===== src/pesec_regs.vh =====
// Purpose: Register map, field positions, reset values and limits for the
//          PHY event status and error counter block.
// Assumes: Avalon-MM byte addresses, one 32-bit word per register.
// Notes:   Register index times four gives the byte address.
`ifndef PESEC_REGS_VH
`define PESEC_REGS_VH

// Register indices (byte address = index * 4)
`define PESEC_IDX_ONE 6'h12
`define PESEC_IDX_TWO 6'h13
`define PESEC_IDX_FC 6'h14
`define PESEC_IDX_RE 6'h15
`define PESEC_IDX_STAT 6'h1A
`define PESEC_IDX_MASK 6'h1B

// Event vector positions, shared by status and mask registers
`define PESEC_EV_UV 7
`define PESEC_EV_OV 6
`define PESEC_EV_OT 5
`define PESEC_EV_SLEEP 4
`define PESEC_EV_POL 3
`define PESEC_EV_JAB 2
`define PESEC_EV_FC_HF 1
`define PESEC_EV_RE_HF 0

// Events owned by each register of the pair
`define PESEC_TWO_EVENTS 8'hFC
`define PESEC_ONE_EVENTS 8'h03

// Reset values
`define PESEC_PEND_RST 8'h00
`define PESEC_EN_RST 8'h00
`define PESEC_MASK_RST 8'hFF
`define PESEC_FC_RST 8'h00
`define PESEC_RE_RST 16'h0000

// Counter limits
`define PESEC_FC_MAX 8'hFF
`define PESEC_FC_HALF 8'h7F
`define PESEC_RE_MAX 16'hFFFF
`define PESEC_RE_HALF 16'h7FFF

`endif


===== src/pesec_top.v =====
// Purpose: Latched event flags, enables, false-carrier and receive-error
//          counters of a single-pair Ethernet PHY, on an Avalon-MM slave.
// Assumes: All event inputs synchronous to core_clk; one wait state per access.
// Notes:   Pending flags clear on read of their register or by write-one-clear
//          at the status alias; a new event in the same cycle wins.
//
// Implementation choice: the Avalon-MM register port.
`timescale 1ns/1ps
`include "pesec_regs.vh"

// Operation
// - Undervoltage flag latched in bit 15
// - Overvoltage flag latched in bit 14
// - Overtemperature flag latched in bit 11
// - Sleep-mode flag latched in bit 10
// - Polarity change flag latched in bit 9
// - Jabber flag latched in bit 8
// - Enable bits, reset zero, reserved read zero
// - False-carrier count in low byte
// - False-carrier count saturates at 0xFF
// - False-carrier passing 0x7F raises event
// - Counters clear on each read
// - Receive errors counted while data valid
// - Receive-error count frozen in loopback
// - Receive-error count saturates at full scale
// - Receive-error passing 0x7FFF raises event
// - False-carrier half-full in register one bit 9
// - Receive-error half-full in register one bit 8
module pesec_top (
  input wire core_clk,
  input wire rst_n,
  input wire [7:0] avs_address,
  input wire avs_read,
  input wire avs_write,
  input wire [31:0] avs_writedata,
  input wire [3:0] avs_byteenable,
  output reg [31:0] avs_readdata,
  output reg avs_waitrequest,
  input wire undervoltage_evt,
  input wire overvoltage_evt,
  input wire overtemp_evt,
  input wire sleep_evt,
  input wire rx_polarity,
  input wire jabber_evt,
  input wire false_carrier_evt,
  input wire rx_dv,
  input wire rx_symbol_err,
  input wire mac_loopback,
  output reg irq
);

  reg [7:0] pend_q;
  reg [7:0] pend_d;
  reg [7:0] en_q;
  reg [7:0] en_d;
  reg [7:0] mask_q;
  reg [7:0] mask_d;
  reg [7:0] fc_q;
  reg [7:0] fc_d;
  reg [15:0] re_q;
  reg [15:0] re_d;
  reg pol_q;
  reg pol_seen_q;
  reg [31:0] rd_mux;
  reg [7:0] clr;
  wire [5:0] idx;
  wire aligned;
  wire rd_cap;
  wire wr_do;
  wire lane0;
  wire rd_one;
  wire rd_two;
  wire rd_fc;
  wire rd_re;
  wire pol_chg;
  wire fc_inc;
  wire re_evt;
  wire re_inc;
  wire fc_hf;
  wire re_hf;
  wire [7:0] ev;

  assign idx = avs_address[7:2];
  assign aligned = (avs_address[1:0] == 2'h0);
  // Read data and side effects land on the first edge, one per transfer
  assign rd_cap = avs_read & avs_waitrequest & aligned;
  // Writes take effect only on the edge where waitrequest is seen low
  assign wr_do = avs_write & ~avs_waitrequest & aligned;
  assign lane0 = avs_byteenable[0];
  assign rd_one = rd_cap & (idx == `PESEC_IDX_ONE);
  assign rd_two = rd_cap & (idx == `PESEC_IDX_TWO);
  assign rd_fc = rd_cap & (idx == `PESEC_IDX_FC);
  assign rd_re = rd_cap & (idx == `PESEC_IDX_RE);

  // polarity edge
  // First sample after reset only primes the history, no false change
  assign pol_chg = pol_seen_q & (rx_polarity != pol_q);

  assign fc_inc = false_carrier_evt & (fc_q != `PESEC_FC_MAX);
  assign re_evt = rx_dv & rx_symbol_err & ~mac_loopback;
  assign re_inc = re_evt & (re_q != `PESEC_RE_MAX);
  assign fc_hf = fc_inc & ~rd_fc & (fc_q == `PESEC_FC_HALF);
  assign re_hf = re_inc & ~rd_re & (re_q == `PESEC_RE_HALF);

  assign ev = {undervoltage_evt, overvoltage_evt, overtemp_evt, sleep_evt,
               pol_chg, jabber_evt, fc_hf, re_hf};

  always @* begin
    clr = 8'h00;
    if (rd_two) begin
      clr = clr | `PESEC_TWO_EVENTS;
    end
    if (rd_one) begin
      clr = clr | `PESEC_ONE_EVENTS;
    end
    if (wr_do && lane0 && idx == `PESEC_IDX_STAT) begin
      clr = clr | avs_writedata[7:0];
    end
    pend_d = (pend_q & ~clr) | ev;
  end

  always @* begin
    en_d = en_q;
    mask_d = mask_q;
    if (wr_do && lane0) begin
      if (idx == `PESEC_IDX_TWO) begin
        en_d[7:2] = {avs_writedata[7:6], avs_writedata[3:0]};
      end
      if (idx == `PESEC_IDX_ONE) begin
        en_d[1:0] = avs_writedata[1:0];
      end
      if (idx == `PESEC_IDX_MASK) begin
        mask_d = avs_writedata[7:0];
      end
    end
  end

  always @* begin
    fc_d = fc_q;
    re_d = re_q;
    // clear on read
    // An event on the read edge counts into the fresh value
    if (rd_fc) begin
      fc_d = {7'h00, false_carrier_evt};
    end else if (fc_inc) begin
      fc_d = fc_q + 8'h01;
    end
    if (rd_re) begin
      re_d = {15'h0000, re_evt};
    end else if (re_inc) begin
      re_d = re_q + 16'h0001;
    end
  end

  always @* begin
    rd_mux = 32'h00000000;
    case (idx)
      `PESEC_IDX_ONE: begin
        rd_mux[15:0] = {6'h00, pend_q[1:0], 6'h00, en_q[1:0]};
      end
      `PESEC_IDX_TWO: begin
        rd_mux[15:0] = {pend_q[7:6], 2'h0, pend_q[5:2], en_q[7:6], 2'h0, en_q[5:2]};
      end
      `PESEC_IDX_FC: begin
        rd_mux[15:0] = {8'h00, fc_q};
      end
      `PESEC_IDX_RE: begin
        rd_mux[15:0] = re_q;
      end
      `PESEC_IDX_STAT: begin
        rd_mux[7:0] = pend_q;
      end
      `PESEC_IDX_MASK: begin
        rd_mux[7:0] = mask_q;
      end
      default: begin
        rd_mux = 32'h00000000;
      end
    endcase
    if (!aligned) begin
      rd_mux = 32'h00000000;
    end
  end

  always @(posedge core_clk or negedge rst_n) begin
    if (!rst_n) begin
      pend_q <= `PESEC_PEND_RST;
      en_q <= `PESEC_EN_RST;
      mask_q <= `PESEC_MASK_RST;
      fc_q <= `PESEC_FC_RST;
      re_q <= `PESEC_RE_RST;
      pol_q <= 1'b0;
      pol_seen_q <= 1'b0;
      avs_readdata <= 32'h00000000;
      avs_waitrequest <= 1'b1;
      irq <= 1'b0;
    end else begin
      pend_q <= pend_d;
      en_q <= en_d;
      mask_q <= mask_d;
      fc_q <= fc_d;
      re_q <= re_d;
      pol_q <= rx_polarity;
      pol_seen_q <= 1'b1;
      // One wait state; drops for exactly one edge per request
      avs_waitrequest <= ~((avs_read | avs_write) & avs_waitrequest);
      if (avs_read && avs_waitrequest) begin
        avs_readdata <= rd_mux;
      end
      irq <= |(pend_q & en_q & mask_q);
    end
  end

endmodule // pesec_top


===== config.mk =====
export PLATFORM = sky130hd
export DESIGN_NAME = pesec_top
export DESIGN_NICKNAME = d
export VERILOG_FILES = /design/src/pesec_top.v
export VERILOG_INCLUDE_DIRS = /design/src
export SDC_FILE = /design/constraint.sdc
export NUM_CORES = 1
export LEC_CHECK = 0
export BUFFER_PORTS_ARGS = -buffer_cell sky130_fd_sc_hd__clkbuf_2
export CAP_MARGIN = 20
export CORE_MARGIN = 5
export CORE_UTILIZATION = 45
export DETAILED_ROUTE_END_ITERATION = 8
export MAX_ROUTING_LAYER = met4
export PLACE_DENSITY = 0.8
export SLEW_MARGIN = 20
export SYNTH_ARGS = -nofsm -noshare
export SYNTH_HDL_FRONTEND = slang
export SYNTH_SLANG_ARGS = --single-unit

===== constraint.sdc =====
create_clock -name core_clk -period 2.8 [get_ports core_clk]
set_input_delay 0.56 -clock core_clk [delete_from_list [all_inputs] [get_ports core_clk]]
set_output_delay 0.56 -clock core_clk [all_outputs]
set_load 0.01 [all_outputs]

# Word-level counts from Yosys, hierarchy flattened
# Index checks and enable logic that the tools add are counted.
# classes
addsub	2
eq_ne	11
mux	10
n_bitwise	30
reduce_logical	10
# op_table
operator	count
$mux W16	3
$pmux W8 S6	1
$eq A6 B5 Y1 const B	6
$mux W8	4
$and A8 B8 Y8	3
$pmux W8 S3	1
$and A1 B1 Y1	18
$add A16 B1 Y16 const B	1
$eq A16 B15 Y1 const B	1
$ne A16 B16 Y1 const B	1
$or A8 B8 Y8	2
$add A8 B1 Y8 const B	1
$eq A8 B7 Y1 const B	1
$ne A8 B8 Y1 const B	1
$not A8 Y8	1
$reduce_or A8 Y1	1
$reduce_and A2 Y1	3
$not A1 Y1	5
$reduce_bool A2 Y1	2
$logic_and A1 B1 Y1	3
$logic_not A2 Y1	1
$mux W2	1
$ne A1 B1 Y1	1
$or A1 B1 Y1	1
# totals
register_bits	84
input_bits	58
output_inout_bits	34
wordCells	74

# Longest topological paths before layout
# Gate-level depths: netlist (run 1).
# logic_depth
depth_word	10
depth_mapped	6
mapped_depth_nobuf	5

# Worst setup path before layout (run 1)
# Ideal clock, no wire load.
# synth_timing
path_kind	in2reg
startpoint	in avs_address[5]
endpoint	reg en_q[2]
setup_ns	0.125
arrival_time_ns	1.778
required_ns	2.675
setup_slack_ns	0.898
path_stages	6
path_buffers	2
cell_sequence	buf_2 -> and4bb_2 -> and2_1 -> buf_4 -> nand2_1 -> mux2_2
# synth_between
elab_chain_cells	2
# synth_rtl
item	line	text
from (decl)	pesec_top.v:32	input wire [7:0] avs_address,
$eq A6 B5 Y1	n/a	
$reduce_and A2 Y1 (no source line)	n/a	
to (signal assigned)	pesec_top.v:188	en_q <= `PESEC_EN_RST;
to (signal assigned)	pesec_top.v:199	en_q <= en_d;
to (decl)	pesec_top.v:54	reg [7:0] en_q;
# Every way passes these cells.
# A chain may end at the register's enable or synchronous reset.

# Worst setup path in the final report (run 1)
# layout_timing
startpoint	reg avs_waitrequest
endpoint	reg fc_q[0]
# layout_between
elab_chain_cells	4
word_cells_on_any_way	5
classes_between	mux (1); bitwise (3); reduce/logical (1)
# layout_rtl
item	line	text
from (decl)	pesec_top.v:38	output reg avs_waitrequest,
from (signal assigned)	pesec_top.v:206	avs_waitrequest <= ~((avs_read | avs_write) & avs_waitrequest);
$and A1 B1 Y1 (*) (2 in a row)	pesec_top.v:86	assign rd_cap = avs_read & avs_waitrequest & aligned;
$and A1 B1 Y1 (*)	pesec_top.v:92	assign rd_fc = rd_cap & (idx == `PESEC_IDX_FC);
$mux W8 or $reduce_bool A2 Y1 (tied branches)	n/a	
to (signal assigned)	pesec_top.v:190	fc_q <= `PESEC_FC_RST;
to (decl)	pesec_top.v:58	reg [7:0] fc_q;
# Mark *: on every way between the ends. The rest lies on a longest branch, timed or not.

==> flow_summary.toml, run 1 <==
[status]
status = "finished clean"

[drt]
num_vias = 3221
via_per_inst = 6.05
post_drt_wl_per_cell_um = 17.8
drt_wl_total_um = 9490
met3_length_um = 739
first_pass_iters = 4
drtIter0Drc = 238
wl_met1_um = 4000
wl_met2_um = 4600
top_layer_used = "met4"
ant_nets = 0
drc = 0

[power]
p_leak_nw = 1.84
combPwrFrac_pct = 12.9
total_power_w = 0.00238
p_clk_share_pct = 37.2
ir_drop_uv = 294
p_int_w = 0.00170
p_per_area_nw_per_um2 = 559
seq_power_share_pct = 50.0
sw_frac_of_total_pct = 28.6
power.switching_w = 0.000680

[synth]
netlist_instances = 376
yosysSeqAreaShare_pct = 45.2
yosysWarnings = 0
synthesis.area_um2 = 3790
avgSynthCellArea_um2 = 10.1
ys.flop_type = "dfrtp_1"
async_flop_share_pct = 100
yosys.cell_types.count = 59
synth_edf_count = 0
ys_ff_latch = 68

[layout]
fillers = 749
final_util_pct = 51.9
nets = 482
drive_gt1_share_pct = 27.6
num_antenna_cells = 0
multi_input_area_um2 = 1890
seqCellArea_um2 = 1710
area_growth_pct = 12.6
fin_area_um2 = 4260

[floorplanning]
dieArea_um2 = 10300
start_util_pct = 46.1
die_x_um = 102
die_height_um = 102
floorplan.rows = 33
io_pins = 92
core_area_um2 = 8220

[critical_path]
r2r_start = "avs_waitrequest"
arrival_ns = 2.20
reg2reg_depth = 4
crit_chain = "nand4bb_1 > nor4_4 > o2bb2ai_1 > a31o_2"
end_kind = "register"
worstSetupPathType = "reg2reg"
start_kind = "register"
cp.required_ns = 3.08
r2r_end = "fc_q[0]"
path_depth = 4
path_delay_family = "simple AND/OR/NAND/NOR gates"
path_buf_inv = 0
reg2reg_slack_ns = 0.89
slowest_stage = "dfstp_2"
critPathMaxFanout = 8
slowest_delay_ns = 0.62
startpoint = "avs_waitrequest"

[clocking]
numCtsBuffers = 9
cts_root_buffer = "clkbuf_8"
clk_latency_ns = 0.34
tritoncts = "built"
numClockSinks = 68
holdBufCountCts = 0
htreeDepth = 3
postCtsResizedCells = 0
cts_setup_buffers = 0
cts.reportedPaths.clkPinSlew_ns = 0.08
cts_buffer_depth = 2

[timing]
tns_ns = 0
fin_crit_ns = 1.91
worstMarginPinSlew_ns = 0.716
final_hold_viol_count = 0
final-max-slew-violation-count = 0
fmax_mhz = 522
clock_skew_ns = 0.00532
setup_viol = 0
rsz0062_at_grt = "false"
slew_headroom_pct = 52.2
final.period_utilization_pct = 68.4

[flow_run]
max_cap_violations = 0

[global_routing]
grtUsageTotal_pct = 19.5
first_global_vias = 3038
grt_pass1_wl_um = 15200
grt_max_degree = 41
antenna_found_initial = 0
overflow = 0

[min_path]
hold_class = "in2async"

[place]
portBuffers = 48
place_hpwl_um = 7040
dpl-instance-area_um2 = 4050
gp_congestion = 0.934
==> final cells by class <==
| class | count | area share [%] |
|---|---|---|
| flip-flops and latches | 68 | 40.2 |
| repair buffers | 52 | 6.63 |
| clock buffers | 10 | 2.99 |
| multi-input cells | 282 | 44.2 |
| well taps | 105 | 3.08 |
| clock inverters | 6 | 2.08 |
| inverters | 9 | 0.792 |
==> layer usage <==
| layer | vias to the layer above | global-route usage, % |
|---|---|---|
| met5 | - | - |
| met4 | 0 | 7.26 |
| met3 | 16 | 4.34 |
| met2 | 141 | 28.9 |
| met1 | 1575 | 26.2 |
| li1 | 1489 | - |
==> cell usage in the layout (no fill, tap or decap), types with 3 or more instances in the layout <==
cell type | synthesis | routed
a22o_1 | 3 | 3
inv_1 | 9 | 9
o21ai_0 | 22 | 22
a31o_2 | 8 | 8
a22oi_1 | 4 | 4
a21o_1 | 5 | 5
a21oi_1 | 16 | 16
dfrtp_1 | 59 | 59
nand2b_1 | 3 | 3
clkbuf_8 | 0 | 9
and3_1 | 6 | 6
a221oi_1 | 11 | 11
dfstp_2 | 9 | 9
nor2_1 | 11 | 11
and2_1 | 3 | 3
clkbuf_2 | 3 | 47
nand3_1 | 15 | 15
or4_1 | 6 | 6
o31ai_1 | 6 | 6
nand2_1 | 40 | 40
and4_1 | 3 | 3
buf_4 | 19 | 3
conb_1 | 2 | 17
o211ai_1 | 4 | 4
nor3_1 | 10 | 10
nand4bb_1 | 3 | 3
or3_1 | 3 | 3
a31oi_1 | 3 | 3
mux2i_1 | 8 | 8
nor4_1 | 6 | 6
mux2_2 | 22 | 22
a211oi_1 | 4 | 4
nand4_1 | 9 | 9
==> sequential cells by signal, indices dropped and copies added (netlist names) <==
register / flops
avs_readdata: 16
avs_waitrequest: 1
en_q: 8
fc_q: 8
irq: 1
mask_q: 8
pend_q: 8
pol_q: 1
pol_seen_q: 1
re_q: 16
==> how the worst max path moves through the flow <==
| stage | to | slack (ns) |
|---|---|---|
| 2_1_floorplan | en_q[2] | 0.90 |
| 3_3_place_gp | pend_q[0] | 0.62 |
| 3_5_place_dp | pend_q[0] | 0.60 |
| 4_1_cts | fc_q[0] | 0.90 |
| 5_1_grt | fc_q[0] | 0.76 |
| 6_report | fc_q[0] | 0.89 |
==> synth_stat cells, drive strengths merged (3+ instances only) <==
| cell type | n | area (µm²) |
|---|---|---|
| a211oi | 4 | 30.0 |
| a21o | 5 | 37.5 |
| a21oi | 16 | 80.1 |
| a221oi | 11 | 96.3 |
| a22o | 3 | 26.3 |
| a22oi | 4 | 30.0 |
| a31o | 8 | 70.1 |
| a31oi | 3 | 18.8 |
| and2 | 3 | 18.8 |
| and3 | 7 | 45.1 |
| and4 | 4 | 36.3 |
| buf | 27 | 188 |
| clkbuf | 5 | 22.5 |
| dfrtp | 59 | 1480 |
| dfstp | 9 | 236 |
| inv | 9 | 33.8 |
| mux2 | 22 | 248 |
| mux2i | 8 | 80.1 |
| nand2 | 40 | 150 |
| nand2b | 3 | 18.8 |
| nand3 | 15 | 75.1 |
| nand4 | 9 | 56.3 |
| nand4bb | 3 | 33.8 |
| nor2 | 13 | 53.8 |
| nor3 | 11 | 60.1 |
| nor4 | 8 | 80.1 |
| o211ai | 4 | 30.0 |
| o21ai | 22 | 110 |
| o31ai | 6 | 45.0 |
| or3 | 3 | 18.8 |
| or4 | 7 | 56.3 |
==> power groups by stage <==
stage | clock network, W | logic, W | registers, W
final | 0.000885 | 0.000306 | 0.00119
after floorplan | 0 | 0.000261 | 0.00115
after global routing | 0.000950 | 0.000347 | 0.00121
after detailed placement | 0 | 0.000307 | 0.00120
after CTS | 0.000903 | 0.000308 | 0.00119
after global placement | 0 | 0.000295 | 0.00120
==> per-stage QoR <==
stage                     setup slack (ns)  instances  hold slack (ns)
final                                0.885        532            0.243
after global routing                 0.761        532            0.285
after CTS                            0.898        532            0.250
after detailed placement             0.599        516            0.462
after global placement               0.624        516            0.447
after floorplan                      0.898        391            0.264
==> kinds of logic after synthesis <==
| family | synth area share (%) |
|---|---|
| buffers and inverters | 6.44 |
| other | 0.198 |
| AND/OR/NAND/NOR | 20.9 |
| XOR/XNOR | 0.463 |
| multiplexers | 8.66 |
| flip-flops | 45.2 |
| adder cells (fa/ha/maj) | 0.661 |
| AO/OA/AOI/OAI | 17.4 |
==> worst register-to-register path, stage by stage, from the launching register on <==
cell and delay [ns]:
dfstp_2 0.62, nand4bb_1 0.37, nor4_4 0.59, o2bb2ai_1 0.17
a31o_2 0.11
Power figures use the tool's default switching activity.
==> run 2: changes to the inputs <==
- clock period: 2.8 -> 1.8 ns (I/O delays scaled with it)
==> run 2 against run 1 <==
  * Register-to-register slack got worse by 0.78 ns
  * Routed wire length increased by 3.6%
  * Design area is 6.6% higher
  * Clock power up 55%
  * Clock skew up 0.0027 ns
  * Non-clock buffer count grew 32
  * Flip-flop and latch count unchanged
  * Largest power group unchanged
==> flow_summary.toml, run 2 (synthesis gave the netlist of run 1 again) <==
[global_routing]
grtUsageTotal_pct = 20.7
grt_max_degree = 69
met1_usage_pct = 26.4
first_global_vias = 3370
overflow = 0
gr-usage-met3_pct = 5.10
grt-busiest-layer = "met2"
met2_usage_pct = 31.1
grt_pass1_wl_um = 16300
antenna_found_initial = 0

[floorplanning]
die_height_um = 102
core_area_um2 = 8220
io_pins = 92
floorplan.rows = 33
dieArea_um2 = 10300
start_util_pct = 46.1
die_x_um = 102

[layout]
nets = 514
num_antenna_cells = 0
fin_area_um2 = 4540
drive_gt1_share_pct = 33.6
final_common_cell = "dfrtp_1"
area_growth_pct = 20.0
final_util_pct = 55.3
most-common-layout-cells = "dfrtp_1 (59), clkbuf_2 (47), nand2_1 (39)"
fillers = 700
biggestRegsByFlops = "avs_readdata: 16 flops, re_q: 16 flops"

[timing]
holdWs_ns = 0.0178
final.period_utilization_pct = 94.4
fmax_mhz = 588
final-max-slew-violation-count = 0
rsz0062_at_grt = "false"
clock_skew_ns = 0.00805
tns_ns = 0
fin_crit_ns = 1.70
setup_viol = 0
worst_slack_ns = 0.101
final_hold_viol_count = 0

[power]
ir_drop_uv = 518
p_clk_share_pct = 36.0
seq_power_share_pct = 47.8
p_int_w = 0.00271
p_per_area_nw_per_um2 = 834
p_leak_nw = 2.02
sw_frac_of_total_pct = 28.4
power.switching_w = 0.00108
combPwrFrac_pct = 16.1

[drt]
drc = 0
drt_wl_total_um = 9830
first_pass_iters = 5
ant_nets = 0
post_drt_wl_per_cell_um = 17.4
drtIter0Drc = 288
num_vias = 3367
via_per_inst = 5.97

[critical_path]
worstSetupPathType = "reg2reg"
critPathMaxFanout = 8
arrival_ns = 1.97
start_kind = "register"
end_kind = "register"
cp.required_ns = 2.07

[clocking]
holdBufCountCts = 0
cts_buffer_depth = 2
numCtsBuffers = 9
cts.reportedPaths.clkPinSlew_ns = 0.07
cts_root_buffer = "clkbuf_8"
tritoncts = "built"
htreeDepth = 3
clk_latency_ns = 0.35
cts_setup_buffers = 0
numClockSinks = 68

[place]
dpl-instance-area_um2 = 4310
place_hpwl_um = 7400
pre_cts_ws_ns = 0.0382
portBuffers = 48
gp_congestion = 0.923

[flow_run]
max_cap_violations = 0

[min_path]
hold_class = "in2async"

[status]
status = "finished clean"
[run 2: stage by stage]
step | power [W] | cells
final | 0.00379 | 564
after global placement | 0.00239 | 548
after CTS | 0.00380 | 564
after floorplan | 0.00219 | 391
after global routing | 0.00398 | 564
after detailed placement | 0.00243 | 548
[run 2: layout make-up]
cell class / instances / area (µm²) / area share, %
multi-input combinational: 282 / 1900 / 41.8
sequential: 68 / 1710 / 37.7
timing repair buffer: 84 / 548 / 12.1
tap: 105 / 131 / 2.89
clock buffer: 10 / 128 / 2.81
clock inverter: 6 / 88.8 / 1.96
inverter: 9 / 33.8 / 0.744
[run 2: worst paths after layout]
check	start	endpoint	slack, ns	depth (start not counted)
worst max-delay path	re_q[2]	re_q[9]	0.10	4
worst min-delay path	rst_n	pend_q[7]	0.02	2
worst max register to register	re_q[2]	re_q[9]	0.10	4
worst min register to register	pol_seen_q	pend_q[3]	0.48	1
max in group asynchronous	rst_n	mask_q[1]	1.47	2
min in group core_clk	rx_polarity	pol_q	0.15	1
[run 2: power groups by stage]
stage | sequential [W] | clock, W | combinational [W]
5_1_grt | 0.00183 | 0.00147 | 0.000691
3_5_place_dp | 0.00183 | 0 | 0.000601
6_report | 0.00181 | 0.00137 | 0.000610
2_1_floorplan | 0.00179 | 0 | 0.000406
3_3_place_gp | 0.00182 | 0 | 0.000573
4_1_cts | 0.00181 | 0.00139 | 0.000603
[run 2: what timing repair did]
item                                    CTS  global route
endpoints found under the hold margin     0             0
endpoints found under the setup margin    0             6
resized for setup                         0             5
[run 2: critical path, cell delays in order, from the launching register on]
cell	delay, ns
dfrtp_1	0.43
nand3_1	0.15
or2_0	0.35
or4_1	0.54
a21oi_1	0.15
[run 2: routing by layer]
layer | vias up | share of wire, %
met4 | 0 | 2.2
li1 | 1556 | -
met3 | 24 | 8.0
met1 | 1637 | 42
met2 | 150 | 48
met5 | - | 0
